==> src/crf_pkg.sv <==
// Shared constants and types for the continuous return carrier framer
package crf_pkg;

  // Register offsets (word addresses on the plain port)
  localparam logic [3:0] CRF_REG_CTRL   = 4'h0;
  localparam logic [3:0] CRF_REG_EVENT  = 4'h1;
  localparam logic [3:0] CRF_REG_TXCFG  = 4'h2;
  localparam logic [3:0] CRF_REG_STATUS = 4'h3;
  localparam logic [3:0] CRF_REG_FRAME  = 4'h4;

  // CTRL field positions
  localparam int CRF_CTRL_ENH   = 0;
  localparam int CRF_CTRL_PERM  = 1;
  localparam int CRF_CTRL_CCSUP = 2;
  localparam int CRF_CTRL_FIXED = 3;
  localparam int CRF_CTRL_RANGE = 4;
  localparam int CRF_CTRL_DESC  = 5;
  localparam logic [5:0] CRF_CTRL_RESET = 6'h04;

  // EVENT field positions (write one pulses)
  localparam int CRF_EV_LOGON   = 0;
  localparam int CRF_EV_LOGOFF  = 1;
  localparam int CRF_EV_ASSIGN  = 2;
  localparam int CRF_EV_RELALL  = 3;
  localparam int CRF_EV_INIT    = 4;
  localparam int CRF_EV_FAIL    = 5;

  // Framing constants
  localparam logic [6:0] CRF_SLOT_LEN  = 7'd90;
  localparam logic [5:0] CRF_PILOT_LEN = 6'd36;
  localparam logic [4:0] CRF_PILOT_GRP = 5'd16;
  localparam logic [4:0] CRF_MODCOD_BPSK = 5'h1f;
  localparam logic [1:0] CRF_TYPE_VSF    = 2'h0;
  localparam logic [15:0] CRF_PILOT_IQ   = 16'h5a82;  // 1/sqrt2 in Q1.15

  typedef enum logic [1:0] {
    CRF_M_OFF  = 2'b00,
    CRF_M_FINE = 2'b01,
    CRF_M_CONT = 2'b10,
    CRF_M_BOTH = 2'b11
  } crf_mode_t;

  typedef enum logic [2:0] {
    CRF_MOD_BPSK  = 3'b000,
    CRF_MOD_QPSK  = 3'b001,
    CRF_MOD_8PSK  = 3'b010,
    CRF_MOD_16APSK = 3'b011,
    CRF_MOD_32APSK = 3'b100
  } crf_modn_t;

  typedef struct packed {
    logic       logon;
    logic       logoff;
    logic       assign_ok;
    logic       release_all;
    logic       init_ok;
    logic       fail;
  } crf_event_t;

  typedef struct packed {
    logic [15:0] i;
    logic [15:0] q;
  } crf_sym_t;

  typedef struct packed {
    logic [5:0] s;
    logic [6:0] k;
    logic [2:0] stuff;
  } crf_geom_t;

endpackage

==> src/crf_mode_fsm.sv <==
// Operating-mode state machine of the terminal
`timescale 1ns/10ps
module crf_mode_fsm
  import crf_pkg::*;
(
  input  wire logic       clk,
  input  wire logic       rst,
  input  wire logic       enhanced,
  input  wire logic       perm_carrier,
  input  crf_event_t      ev,
  output crf_mode_t       mode
);

  typedef struct packed {
    crf_mode_t mode;
  } crf_fsm_st_t;

  crf_fsm_st_t st_r;
  crf_fsm_st_t st_nxt;

  // Next mode from one successful process event
  always_comb begin
    st_nxt = st_r;
    // RL24: failure holds state
    if (!ev.fail) begin
      // RL1: one mode at a time
      unique case (st_r.mode)
        CRF_M_OFF: begin
          // RL2: logon to fine sync
          if (ev.logon) begin
            st_nxt.mode = CRF_M_FINE;
          // RL4: permanent carrier direct
          end else if (ev.init_ok && perm_carrier) begin
            st_nxt.mode = CRF_M_CONT;
          end
        end
        CRF_M_FINE: begin
          // RL3: logoff to standby
          if (ev.logoff) begin
            st_nxt.mode = CRF_M_OFF;
          end else if (ev.assign_ok) begin
            // RL6: basic goes continuous
            // RL8: enhanced goes combined
            st_nxt.mode = enhanced ? CRF_M_BOTH : CRF_M_CONT;
          end
        end
        CRF_M_CONT: begin
          // RL7: logon releases carrier
          if (ev.logon) begin
            st_nxt.mode = CRF_M_FINE;
          // RL5: all released to standby
          end else if (ev.release_all) begin
            st_nxt.mode = CRF_M_OFF;
          end
        end
        CRF_M_BOTH: begin
          // RL9: released drops to fine sync
          if (ev.release_all) begin
            st_nxt.mode = CRF_M_FINE;
          // RL10: logoff drops to continuous
          end else if (ev.logoff) begin
            st_nxt.mode = CRF_M_CONT;
          end
        end
      endcase
    end
  end

  // Mode register
  always_ff @(posedge clk or posedge rst) begin
    if (rst) begin
      st_r <= '{mode: CRF_M_OFF};
    end else begin
      st_r <= st_nxt;
    end
  end

  assign mode = st_r.mode;

endmodule

==> src/crf_bpsk_map.sv <==
// Absolute pi/2 BPSK mapper alternating the two sub-constellations
`timescale 1ns/10ps
module crf_bpsk_map
  import crf_pkg::*;
(
  input  wire logic       clk,
  input  wire logic       rst,
  input  wire logic       sof,
  input  wire logic       bit_vld,
  input  wire logic       bit_in,
  output crf_sym_t        sym
);

  typedef struct packed {
    logic     phase;
    crf_sym_t sym;
  } crf_map_st_t;

  crf_map_st_t st_r;
  crf_map_st_t st_nxt;

  // Even symbols b1 on the +45 diagonal, odd b2 on the -45 diagonal
  always_comb begin
    logic ph;
    ph = 1'b0;
    st_nxt = st_r;
    // RL14: first header bit is b1
    ph = sof ? 1'b0 : st_r.phase;
    // A start with no bit beside it must still clear the phase
    st_nxt.phase = ph;
    if (bit_vld) begin
      // RL14: absolute, no differential
      st_nxt.sym.i = bit_in ? -CRF_PILOT_IQ : CRF_PILOT_IQ;
      st_nxt.sym.q = (bit_in ^ ph) ? -CRF_PILOT_IQ : CRF_PILOT_IQ;
      st_nxt.phase = ~ph;
    end
  end

  // Mapper registers
  always_ff @(posedge clk or posedge rst) begin
    if (rst) begin
      st_r <= '0;
    end else begin
      st_r <= st_nxt;
    end
  end

  // Value handed on in the cycle of its bit; the framer registers it
  // beside sym_vld, so a registered copy here would lag one symbol
  assign sym = st_nxt.sym;

endmodule

==> src/crf_top.sv <==
// Continuous return carrier framer: mode control and very short framing
//
// Notes on behaviour
// RL1: exactly one of four operating modes holds at any time.
// RL2: standby moves to fine sync after a successful logon.
// RL3: fine sync moves to standby after a successful logoff.
// RL4: permanent carrier terminal goes standby to continuous on initialisation.
// RL5: continuous returns to standby once every carrier is released.
// RL6: basic terminal in fine sync with carrier assigned goes continuous.
// RL7: basic terminal in continuous that logs on goes fine sync.
// RL8: enhanced terminal in fine sync with carrier goes combined mode.
// RL9: combined mode drops to fine sync when carriers released.
// RL10: combined mode drops to continuous after logoff.
// RL11: basic sends burst or carrier; enhanced may send both.
// RL12: fixed flag or no range uses planned mode, else chosen mode.
// RL13: no adaptive coding with pi/2 BPSK at rate one quarter.
// RL14: pi/2 BPSK absolute, alternating b1/b2, header MSB as b1.
// RL15: default scrambling sequence when no mode descriptor applies.
// RL16: pi/2 BPSK puts 11111 in the header modcod field.
// RL17: very short frames use type 00 and always carry pilots.
// RL18: very short frames bypass bit interleaving.
// RL19: stuffing bits: 2 for 8PSK, 4 for 32APSK, else none.
// RL20: last slot k data symbols, rest unmodulated 1/sqrt2 pilots.
// RL21: slot counts S/k per modulation as tabulated.
// RL22: one 36-symbol pilot block per 16 slots, floor((S-1)/16).
// RL23: sign-on burst advertises continuous carrier support.
// RL24: failed attempts leave mode and transmission unchanged.
//
// The strobed register port and the register offsets were left to the implementer.
`timescale 1ns/10ps
module crf_top
  import crf_pkg::*;
(
  input  wire logic        clk,
  input  wire logic        rst,
  input  wire logic [3:0]  reg_addr,
  input  wire logic [31:0] reg_wdata,
  input  wire logic        reg_wr,
  input  wire logic        reg_rd,
  output logic [31:0]      reg_rdata,
  input  wire logic        frame_start,
  input  wire logic        data_vld,
  input  wire logic        data_bit,
  output logic             data_rdy,
  output logic             sym_vld,
  output logic [15:0]      sym_i,
  output logic [15:0]      sym_q,
  output logic             sym_pilot,
  output logic             burst_tx_en,
  output logic             cont_tx_en,
  output logic             csc_cc_support,
  output logic             interleave_bypass,
  output logic             scr_default,
  output logic             acm_active,
  output logic [4:0]       hdr_modcod,
  output logic [1:0]       hdr_type,
  output logic [2:0]       stuff_bits
);

  // Modulation geometry: S, k and stuffing count
  // Illegal codes fall back to pi/2 BPSK
  function automatic crf_geom_t geom(input crf_modn_t m);
    crf_geom_t g;
    g = '{s: 6'd45, k: 7'd46, stuff: 3'd0};
    // RL21: slot table
    // RL19: stuffing per modulation
    unique case (m)
      CRF_MOD_BPSK:   g = '{s: 6'd45, k: 7'd46, stuff: 3'd0};
      CRF_MOD_QPSK:   g = '{s: 6'd22, k: 7'd68, stuff: 3'd0};
      CRF_MOD_8PSK:   g = '{s: 6'd15, k: 7'd16, stuff: 3'd2};
      CRF_MOD_16APSK: g = '{s: 6'd11, k: 7'd34, stuff: 3'd0};
      CRF_MOD_32APSK: g = '{s: 6'd9,  k: 7'd10, stuff: 3'd4};
      default:        g = '{s: 6'd45, k: 7'd46, stuff: 3'd0};
    endcase
    return g;
  endfunction

  // Framer phases; only the data phase takes bits
  // Both pilot phases run without the source
  typedef enum logic [1:0] {
    CRF_F_IDLE = 2'b00,
    CRF_F_DATA = 2'b01,
    CRF_F_FILL = 2'b10,
    CRF_F_PBLK = 2'b11
  } crf_fsm_t;

  // All framer state in one record
  // Pulse outputs default to zero each cycle,
  // so each stands for exactly one cycle
  typedef struct packed {
    logic [5:0]  ctrl;
    logic [2:0]  plan_mod;
    logic [2:0]  own_mod;
    logic        rate_q;
    logic [4:0]  plan_modcod;
    logic [4:0]  own_modcod;
    crf_fsm_t    fs;
    crf_modn_t   cur_mod;
    logic [5:0]  slot;
    logic [6:0]  pos;
    logic [3:0]  grp;
    logic [31:0] rdata;
    logic        sym_vld;
    logic [15:0] sym_i;
    logic [15:0] sym_q;
    logic        sym_pilot;
    logic        data_rdy;
    logic        burst_en;
    logic        cont_en;
    logic        scr_def;
    logic        acm;
    logic [4:0]  modcod;
    logic [2:0]  stuff;
    logic [31:0] frames;
  } crf_st_t;

  crf_st_t    st_r;
  crf_st_t    st_nxt;
  crf_event_t ev;
  crf_mode_t  mode;
  crf_sym_t   bpsk_sym;
  crf_geom_t  g;
  crf_geom_t  sel_g;
  crf_modn_t  sel_mod;
  logic       use_plan;
  logic       take_bit;
  logic       frame_go;

  // Event register: one-cycle pulses from software writes
  // A fail bit in the same write vetoes all
  always_comb begin
    ev = '0;
    if (reg_wr && reg_addr == CRF_REG_EVENT) begin
      ev.logon       = reg_wdata[CRF_EV_LOGON];
      ev.logoff      = reg_wdata[CRF_EV_LOGOFF];
      ev.assign_ok   = reg_wdata[CRF_EV_ASSIGN];
      ev.release_all = reg_wdata[CRF_EV_RELALL];
      ev.init_ok     = reg_wdata[CRF_EV_INIT];
      ev.fail        = reg_wdata[CRF_EV_FAIL];
    end
  end

  // Mode machine; flags come from CTRL
  crf_mode_fsm u_fsm (
    .clk          (clk),
    .rst          (rst),
    .enhanced     (st_r.ctrl[CRF_CTRL_ENH]),
    .perm_carrier (st_r.ctrl[CRF_CTRL_PERM]),
    .ev           (ev),
    .mode         (mode)
  );

  // A start counts only in idle with the carrier up; a stray start in
  // mid-frame must not restart the mapper phase or the counters
  assign frame_go = frame_start && (st_r.fs == CRF_F_IDLE) && st_r.cont_en;

  // Bits are taken only in the data phase
  assign take_bit = (st_r.fs == CRF_F_DATA) && data_vld;

  // Phase restarts only on an accepted start
  crf_bpsk_map u_map (
    .clk     (clk),
    .rst     (rst),
    .sof     (frame_go),
    .bit_vld (take_bit),
    .bit_in  (data_bit),
    .sym     (bpsk_sym)
  );

  // Transmission mode choice
  // Range limits are left to software
  always_comb begin
    // RL12: planned mode unless free to choose
    use_plan = st_r.ctrl[CRF_CTRL_FIXED] || !st_r.ctrl[CRF_CTRL_RANGE];
    // RL13: no adaptive choice at pi/2 BPSK rate 1/4
    if (st_r.plan_mod == CRF_MOD_BPSK && st_r.rate_q) begin
      use_plan = 1'b1;
    end
    sel_mod = crf_modn_t'(use_plan ? st_r.plan_mod : st_r.own_mod);
    // Next frame and frame in flight
    sel_g = geom(sel_mod);
    g = geom(st_r.cur_mod);
  end

  // Main next-state logic
  // Register port, flags and sequencer
  always_comb begin
    st_nxt = st_r;
    st_nxt.sym_vld = 1'b0;
    st_nxt.sym_pilot = 1'b0;
    st_nxt.rdata = 32'h0000_0000;

    // Register writes
    // EVENT decoded above; others ignore writes
    if (reg_wr) begin
      unique case (reg_addr)
        CRF_REG_CTRL: st_nxt.ctrl = reg_wdata[5:0];
        CRF_REG_TXCFG: begin
          st_nxt.plan_mod    = reg_wdata[2:0];
          st_nxt.own_mod     = reg_wdata[6:4];
          st_nxt.rate_q      = reg_wdata[7];
          st_nxt.plan_modcod = reg_wdata[12:8];
          st_nxt.own_modcod  = reg_wdata[20:16];
        end
        default: ;
      endcase
    end

    // Register reads, data one cycle later
    // Unmapped and idle cycles read zero
    if (reg_rd) begin
      unique case (reg_addr)
        CRF_REG_CTRL:   st_nxt.rdata = {26'h000_0000, st_r.ctrl};
        CRF_REG_TXCFG:  st_nxt.rdata = {11'h000, st_r.own_modcod, 3'h0,
                                        st_r.plan_modcod, st_r.rate_q,
                                        st_r.own_mod, 1'b0, st_r.plan_mod};
        CRF_REG_STATUS: st_nxt.rdata = {24'h00_0000, st_r.acm,
                                        st_r.scr_def, st_r.fs,
                                        st_r.cont_en, st_r.burst_en, mode};
        CRF_REG_FRAME:  st_nxt.rdata = st_r.frames;
        default:        st_nxt.rdata = 32'h0000_0000;
      endcase
    end

    // Enables lag the mode by one cycle
    // RL11: carrier and burst enables per mode
    st_nxt.burst_en = (mode == CRF_M_FINE) || (mode == CRF_M_BOTH);
    st_nxt.cont_en  = (mode == CRF_M_CONT) || (mode == CRF_M_BOTH);
    // RL15: default scrambling without descriptor
    st_nxt.scr_def = !st_r.ctrl[CRF_CTRL_DESC];
    st_nxt.acm = !use_plan;

    // Frame sequencer; holds in idle unless carrier is enabled
    unique case (st_r.fs)
      // Wait for a start; mode latched per frame
      CRF_F_IDLE: begin
        st_nxt.data_rdy = 1'b0;
        if (frame_go) begin
          st_nxt.cur_mod = sel_mod;
          // Other modcods pass through
          // RL16: modcod fixed for pi/2 BPSK
          st_nxt.modcod = (sel_mod == CRF_MOD_BPSK) ? CRF_MODCOD_BPSK :
                          (use_plan ? st_r.plan_modcod : st_r.own_modcod);
          st_nxt.stuff = sel_g.stuff;
          st_nxt.slot = 6'd0;
          st_nxt.pos = 7'd0;
          st_nxt.grp = 4'd0;
          st_nxt.fs = CRF_F_DATA;
          st_nxt.data_rdy = 1'b1;
        end
      end

      // One accepted bit per symbol
      CRF_F_DATA: begin
        if (data_vld) begin
          st_nxt.sym_vld = 1'b1;
          st_nxt.sym_i = bpsk_sym.i;
          st_nxt.sym_q = bpsk_sym.q;
          // A stalled source holds the position
          st_nxt.pos = st_r.pos + 7'd1;
          if (st_r.slot == g.s && st_r.pos == g.k - 7'd1) begin
            // RL20: rest of last slot is pilot
            st_nxt.fs = CRF_F_FILL;
            st_nxt.data_rdy = 1'b0;
          end else if (st_r.pos == CRF_SLOT_LEN - 7'd1) begin
            st_nxt.pos = 7'd0;
            st_nxt.slot = st_r.slot + 6'd1;
            st_nxt.grp = st_r.grp + 4'd1;
            // None before the short last slot
            // RL22: pilot block every 16 slots
            // RL17: pilots always present
            if (st_r.grp == 4'(CRF_PILOT_GRP - 5'd1) &&
                st_r.slot + 6'd1 < g.s) begin
              st_nxt.fs = CRF_F_PBLK;
              st_nxt.pos = 7'd0;
              st_nxt.data_rdy = 1'b0;
            end
          end
        end
      end

      // Fixed pilot block, then data again
      CRF_F_PBLK: begin
        st_nxt.sym_vld = 1'b1;
        st_nxt.sym_pilot = 1'b1;
        st_nxt.sym_i = CRF_PILOT_IQ;
        st_nxt.sym_q = CRF_PILOT_IQ;
        st_nxt.pos = st_r.pos + 7'd1;
        if (st_r.pos == 7'(CRF_PILOT_LEN) - 7'd1) begin
          st_nxt.pos = 7'd0;
          st_nxt.fs = CRF_F_DATA;
          st_nxt.data_rdy = 1'b1;
        end
      end

      // Tail of the last slot, then idle
      CRF_F_FILL: begin
        // RL20: unmodulated 1/sqrt2 fill
        st_nxt.sym_vld = 1'b1;
        st_nxt.sym_pilot = 1'b1;
        st_nxt.sym_i = CRF_PILOT_IQ;
        st_nxt.sym_q = CRF_PILOT_IQ;
        st_nxt.pos = st_r.pos + 7'd1;
        if (st_r.pos == CRF_SLOT_LEN - 7'd1) begin
          st_nxt.fs = CRF_F_IDLE;
          // Counter wraps silently
          st_nxt.frames = st_r.frames + 32'h0000_0001;
        end
      end
    endcase
  end

  // State register
  // Reset loads constants only
  always_ff @(posedge clk or posedge rst) begin
    if (rst) begin
      st_r <= '0;
      st_r.ctrl <= CRF_CTRL_RESET;
      st_r.scr_def <= 1'b1;
    end else begin
      st_r <= st_nxt;
    end
  end

  // Only very short frames are built here
  // Outputs straight from flip-flops, except the constant hdr_type
  assign reg_rdata      = st_r.rdata;
  assign data_rdy       = st_r.data_rdy;
  assign sym_vld        = st_r.sym_vld;
  assign sym_i          = st_r.sym_i;
  assign sym_q          = st_r.sym_q;
  assign sym_pilot      = st_r.sym_pilot;
  assign burst_tx_en    = st_r.burst_en;
  assign cont_tx_en     = st_r.cont_en;
  // RL23: support flag for the sign-on burst
  assign csc_cc_support = st_r.ctrl[CRF_CTRL_CCSUP];
  // RL18: interleaver bypassed whenever the continuous carrier enable is set
  assign interleave_bypass = st_r.cont_en;
  assign scr_default    = st_r.scr_def;
  assign acm_active     = st_r.acm;
  // Header fields follow the last start
  assign hdr_modcod     = st_r.modcod;
  // RL17: very short frame type
  assign hdr_type       = CRF_TYPE_VSF;
  assign stuff_bits     = st_r.stuff;

endmodule

==> config.mk <==
export PLATFORM = sky130hd
export DESIGN_NAME = crf_top
export DESIGN_NICKNAME = d
export VERILOG_FILES = /design/src/crf_pkg.sv /design/src/crf_mode_fsm.sv /design/src/crf_bpsk_map.sv /design/src/crf_top.sv
export SDC_FILE = /design/constraint.sdc
export NUM_CORES = 1
export LEC_CHECK = 0
export ABC_AREA = 1
export CAP_MARGIN = 5
export CORE_AREA = 2 2 115 117
export CTS_CLUSTER_SIZE = 16
export DETAILED_ROUTE_END_ITERATION = 10
export DIE_AREA = 0 0 117 119
export DONT_BUFFER_PORTS = 1
export MAX_ROUTING_LAYER = met4
export PLACE_DENSITY = 0.8
export SYNTH_ARGS = -nofsm -noshare
export SYNTH_HDL_FRONTEND = slang
export SYNTH_SLANG_ARGS = --single-unit
export TNS_END_PERCENT = 1
==> constraint.sdc <==
create_clock -name clk -period 6.7 [get_ports clk]
set_input_delay 0.67 -clock clk [delete_from_list [all_inputs] [get_ports clk]]
set_output_delay 0.67 -clock clk [all_outputs]
set_load 0.1 [all_outputs]
==> impl_metrics.env <==
export IMPL_result_of_the_run="finished clean"
export IMPL_die_area_um2=13900
export IMPL_finalWeightedCongestion=0.891
export IMPL_number_of_antenna_violations_at_the_first_check_in_global_routing=0
export IMPL_synthXorXnorAreaFrac=0.0435
export IMPL_antennaDiodeCount=0
export IMPL_synthAdderAreaFrac=0.0191
export IMPL_synth_edf_count=0
export IMPL_crit_reg2reg_launch="st_r[132]"
export IMPL_worst_endpoint_arrival_ps=3180
export IMPL_count_of_standard_cell_rows=42
export IMPL_slew_limit_headroom=0.298
export IMPL_clock_insertion_delay_worst_skew_ps=420
export IMPL_syn_avg_cell_area_um2=8.60
export IMPL_required_time_reported_for_the_critical_path_endpoint_ps=7000
export IMPL_grt_pass1_vias=5473
export IMPL_total_leakage_power_nw=4.02
export IMPL_setup_viol_count_final=0
export IMPL_synth_cells=914
export IMPL_routed_via_density=5.43
export IMPL_worst_setup_path_class="flip-flop to flip-flop"
export IMPL_yosys_area_share_simple=0.223
export IMPL_ctsHoldBuffers=0
export IMPL_drc=0
export IMPL_synth_cell_area_um2=7860
export IMPL_pin_count=126
export IMPL_drive_gt1_frac=0.0774
export IMPL_finalWirelength_mm=16.0
export IMPL_global_route_overflow_total=0
export IMPL_start_util=0.610
export IMPL_grt_use_total=0.253
export IMPL_layout_nets=895
export IMPL_synthArstFlopShare=1.00
export IMPL_worst_hold_path_type="input pin to asynchronous set/reset pin"
export IMPL_dominant_combinational_cell_family_by_area_after_synthesis="simple AND/OR/NAND/NOR gates"
export IMPL_layout_area_overhead_vs_synth_pct=2.77
export IMPL_post_route_min_period_ps=2880
export IMPL_port_buffers=0
export IMPL_grt_max_degree=99
export IMPL_cts_htree_levels=4
export IMPL_antenna_left=0
export IMPL_drv_cap=0
export IMPL_power_per_cell_area_nw_per_um2=284
export IMPL_detailedRoute_firstPassIterationCount=5
export IMPL_cts_root_buffer_cell="clkbuf_16"
export IMPL_worst_ir_drop_vdd_uv=207
export IMPL_cp_max_fo=28
export IMPL_vias=5585
export IMPL_max_clock_freq_mhz=347
export IMPL_cts_tree="done"
export IMPL_compound_gate_portion_of_the_synthesized_area=0.0651
export IMPL_synth_seq_area_share=0.500
export IMPL_unrepaired_setup_endpoints_after_global_routing="no"
export IMPL_tns_ps=0
export IMPL_cts_setup_buffers=0
export IMPL_cts_root_to_sink_buffers=2
export IMPL_synthMuxAreaShare=0.0158
export IMPL_hpwl_after_detailed_placement_mm=11.3
export IMPL_rr_endpoint="st_r[131]"
export IMPL_cts_buffers_inserted=17
export IMPL_synth_top_flop_cell="dfrtp_1"
export IMPL_post_cts_resized_instances=0
export IMPL_synthDistinctLibCells=43
export IMPL_route_detailed_wl_per_inst_um=15.5
export IMPL_tightest_slew_ps=1050
export IMPL_die_h_um=119
export IMPL_drtIter0Drc=462
export IMPL_ys_warnings_count=0
export IMPL_total_power_w=0.00229
export IMPL_clk_transition_reported_paths_ps=60
export IMPL_global_route_wire_length_before_repair_mm=26.6
export IMPL_fillerInstances=1061
export IMPL_slew_violations=0
export IMPL_final_setup_skew_ps=5.16
export IMPL_rrSetupSlack_ps=3820
export IMPL_synth_seq_cells=157
export IMPL_final_period_utilization=0.430
export IMPL_die_w_um=117
export IMPL_crit_path_start_kind="flip-flop"
export IMPL_timing_final_hold_violations=0
export IMPL_cp_end_kind="flip-flop"
export IMPL_reg2reg_depth=9
export IMPL_core_area_um2=12900
export IMPL_clock_sinks=157
-- registers in the layout, indices dropped and copies added (netlist names) --
register	count
st_r	76
reg_rdata	32
sym_i	16
sym_q	15
hdr_modcod	5
stuff_bits	2
u_fsm.mode	2
acm_active	1
burst_tx_en	1
cont_tx_en	1
csc_cc_support	1
data_rdy	1
scr_default	1
sym_pilot	1
sym_vld	1
u_map.st_r	1
-- power breakdown --
part	switching (W)	internal, W	leakage [nW]
registers	0.000151	0.000995	2.04
clock network	0.000386	0.000608	0.289
logic	0.000106	0.0000487	1.69
-- per-stage QoR --
stage	cells	cell area (um^2)	util	hold WS, ps	setup slack, ps
2_1_floorplan	916	7860	-	373	1800
3_3_place_gp	997	7460	0.579	390	3950
3_5_place_dp	997	7460	0.579	401	3910
4_1_cts	1029	8070	0.627	322	3890
5_1_grt	1029	8070	0.627	344	3650
6_report	1029	8070	0.627	285	3820
-- synthesized netlist by cell type (17+ instances only) --
library cell / number / area, um^2
clkbuf_1: 17 / 63.8
nand4_1: 17 / 106
nand2_1: 235 / 882
o21ai_0: 37 / 185
a21oi_1: 21 / 105
inv_1: 99 / 372
nand3_1: 51 / 255
dfrtp_1: 155 / 3880
nor2_1: 73 / 274
xor2_1: 29 / 254
buf_4: 75 / 563
-- critical path: stages, from the launching register on --
cell and delay (ps):
dfrtp_1 540, nor2_1 200, nand2_1 210, inv_2 70, nor2_2 790, nand2_1 430, nand2_1 220, inv_1 70
nand3_1 140, nand2_1 80
-- cell type report --
| cell class | instances | area [um^2] | share of cell area |
|---|---|---|---|
| Clock buffer | 20 | 457 | 0.0566 |
| Clock inverter | 12 | 160 | 0.0198 |
| Inverter | 102 | 388 | 0.0480 |
| Multi-Input combinational cell | 559 | 2890 | 0.358 |
| Sequential cell | 157 | 3930 | 0.487 |
| Tap cell | 176 | 220 | 0.0273 |
| Timing Repair Buffer | 3 | 22.5 | 0.00279 |
-- kinds of logic (layout without fill, tap and decap cells) --
kind of cell,count (synthesis),after routing
AO/OA/AOI/OAI,86,86
XOR/XNOR,39,39
adder cells (fa/ha/maj),12,12
buffers and inverters,200,137
flip-flops,157,157
multiplexers,11,11
other,1,3
AND/OR/NAND/NOR,408,408
-- routing by layer --
| layer | up-vias | track usage | wire length [um] |
|---|---|---|---|
| li1 | 2688 | - | - |
| met1 | 2668 | 0.342 | 7090 |
| met2 | 199 | 0.374 | 7570 |
| met3 | 30 | 0.0656 | 989 |
| met4 | 0 | 0.0846 | 307 |
| met5 | - | - | 0 |
-- cells in the final DEF, fill, tap and decap left out, types with 3 or more instances in the layout --
| cell type | synthesis | final |
|---|---|---|
| a21oi_1 | 21 | 21 |
| a221oi_1 | 5 | 5 |
| a41oi_1 | 4 | 4 |
| buf_4 | 75 | 3 |
| bufinv_16 | 0 | 3 |
| clkbuf_16 | 0 | 17 |
| clkinvlp_4 | 0 | 4 |
| conb_1 | 1 | 3 |
| dfrtp_1 | 155 | 153 |
| ha_1 | 12 | 12 |
| inv_1 | 99 | 98 |
| inv_6 | 0 | 3 |
| mux2_2 | 11 | 11 |
| nand2_1 | 235 | 235 |
| nand2_4 | 3 | 3 |
| nand3_1 | 51 | 51 |
| nand4_1 | 17 | 17 |
| nor2_1 | 73 | 73 |
| nor2_2 | 5 | 5 |
| nor3_1 | 12 | 12 |
| nor4_1 | 3 | 3 |
| o21ai_0 | 37 | 37 |
| o22ai_1 | 4 | 4 |
| o32ai_1 | 5 | 5 |
| xnor2_1 | 10 | 10 |
| xor2_1 | 29 | 29 |
-- how the worst max path moves through the flow --
stage | from | end | slack [ps] | depth (start not counted)
2_1_floorplan | rst | acm_active | 1800 | 1
3_3_place_gp | st_r[132] | st_r[131] | 3950 | 9
3_5_place_dp | st_r[132] | st_r[131] | 3910 | 9
4_1_cts | st_r[132] | st_r[131] | 3890 | 9
5_1_grt | st_r[132] | st_r[131] | 3650 | 9
6_report | st_r[132] | st_r[131] | 3820 | 9
Power figures use the tool's default switching activity.
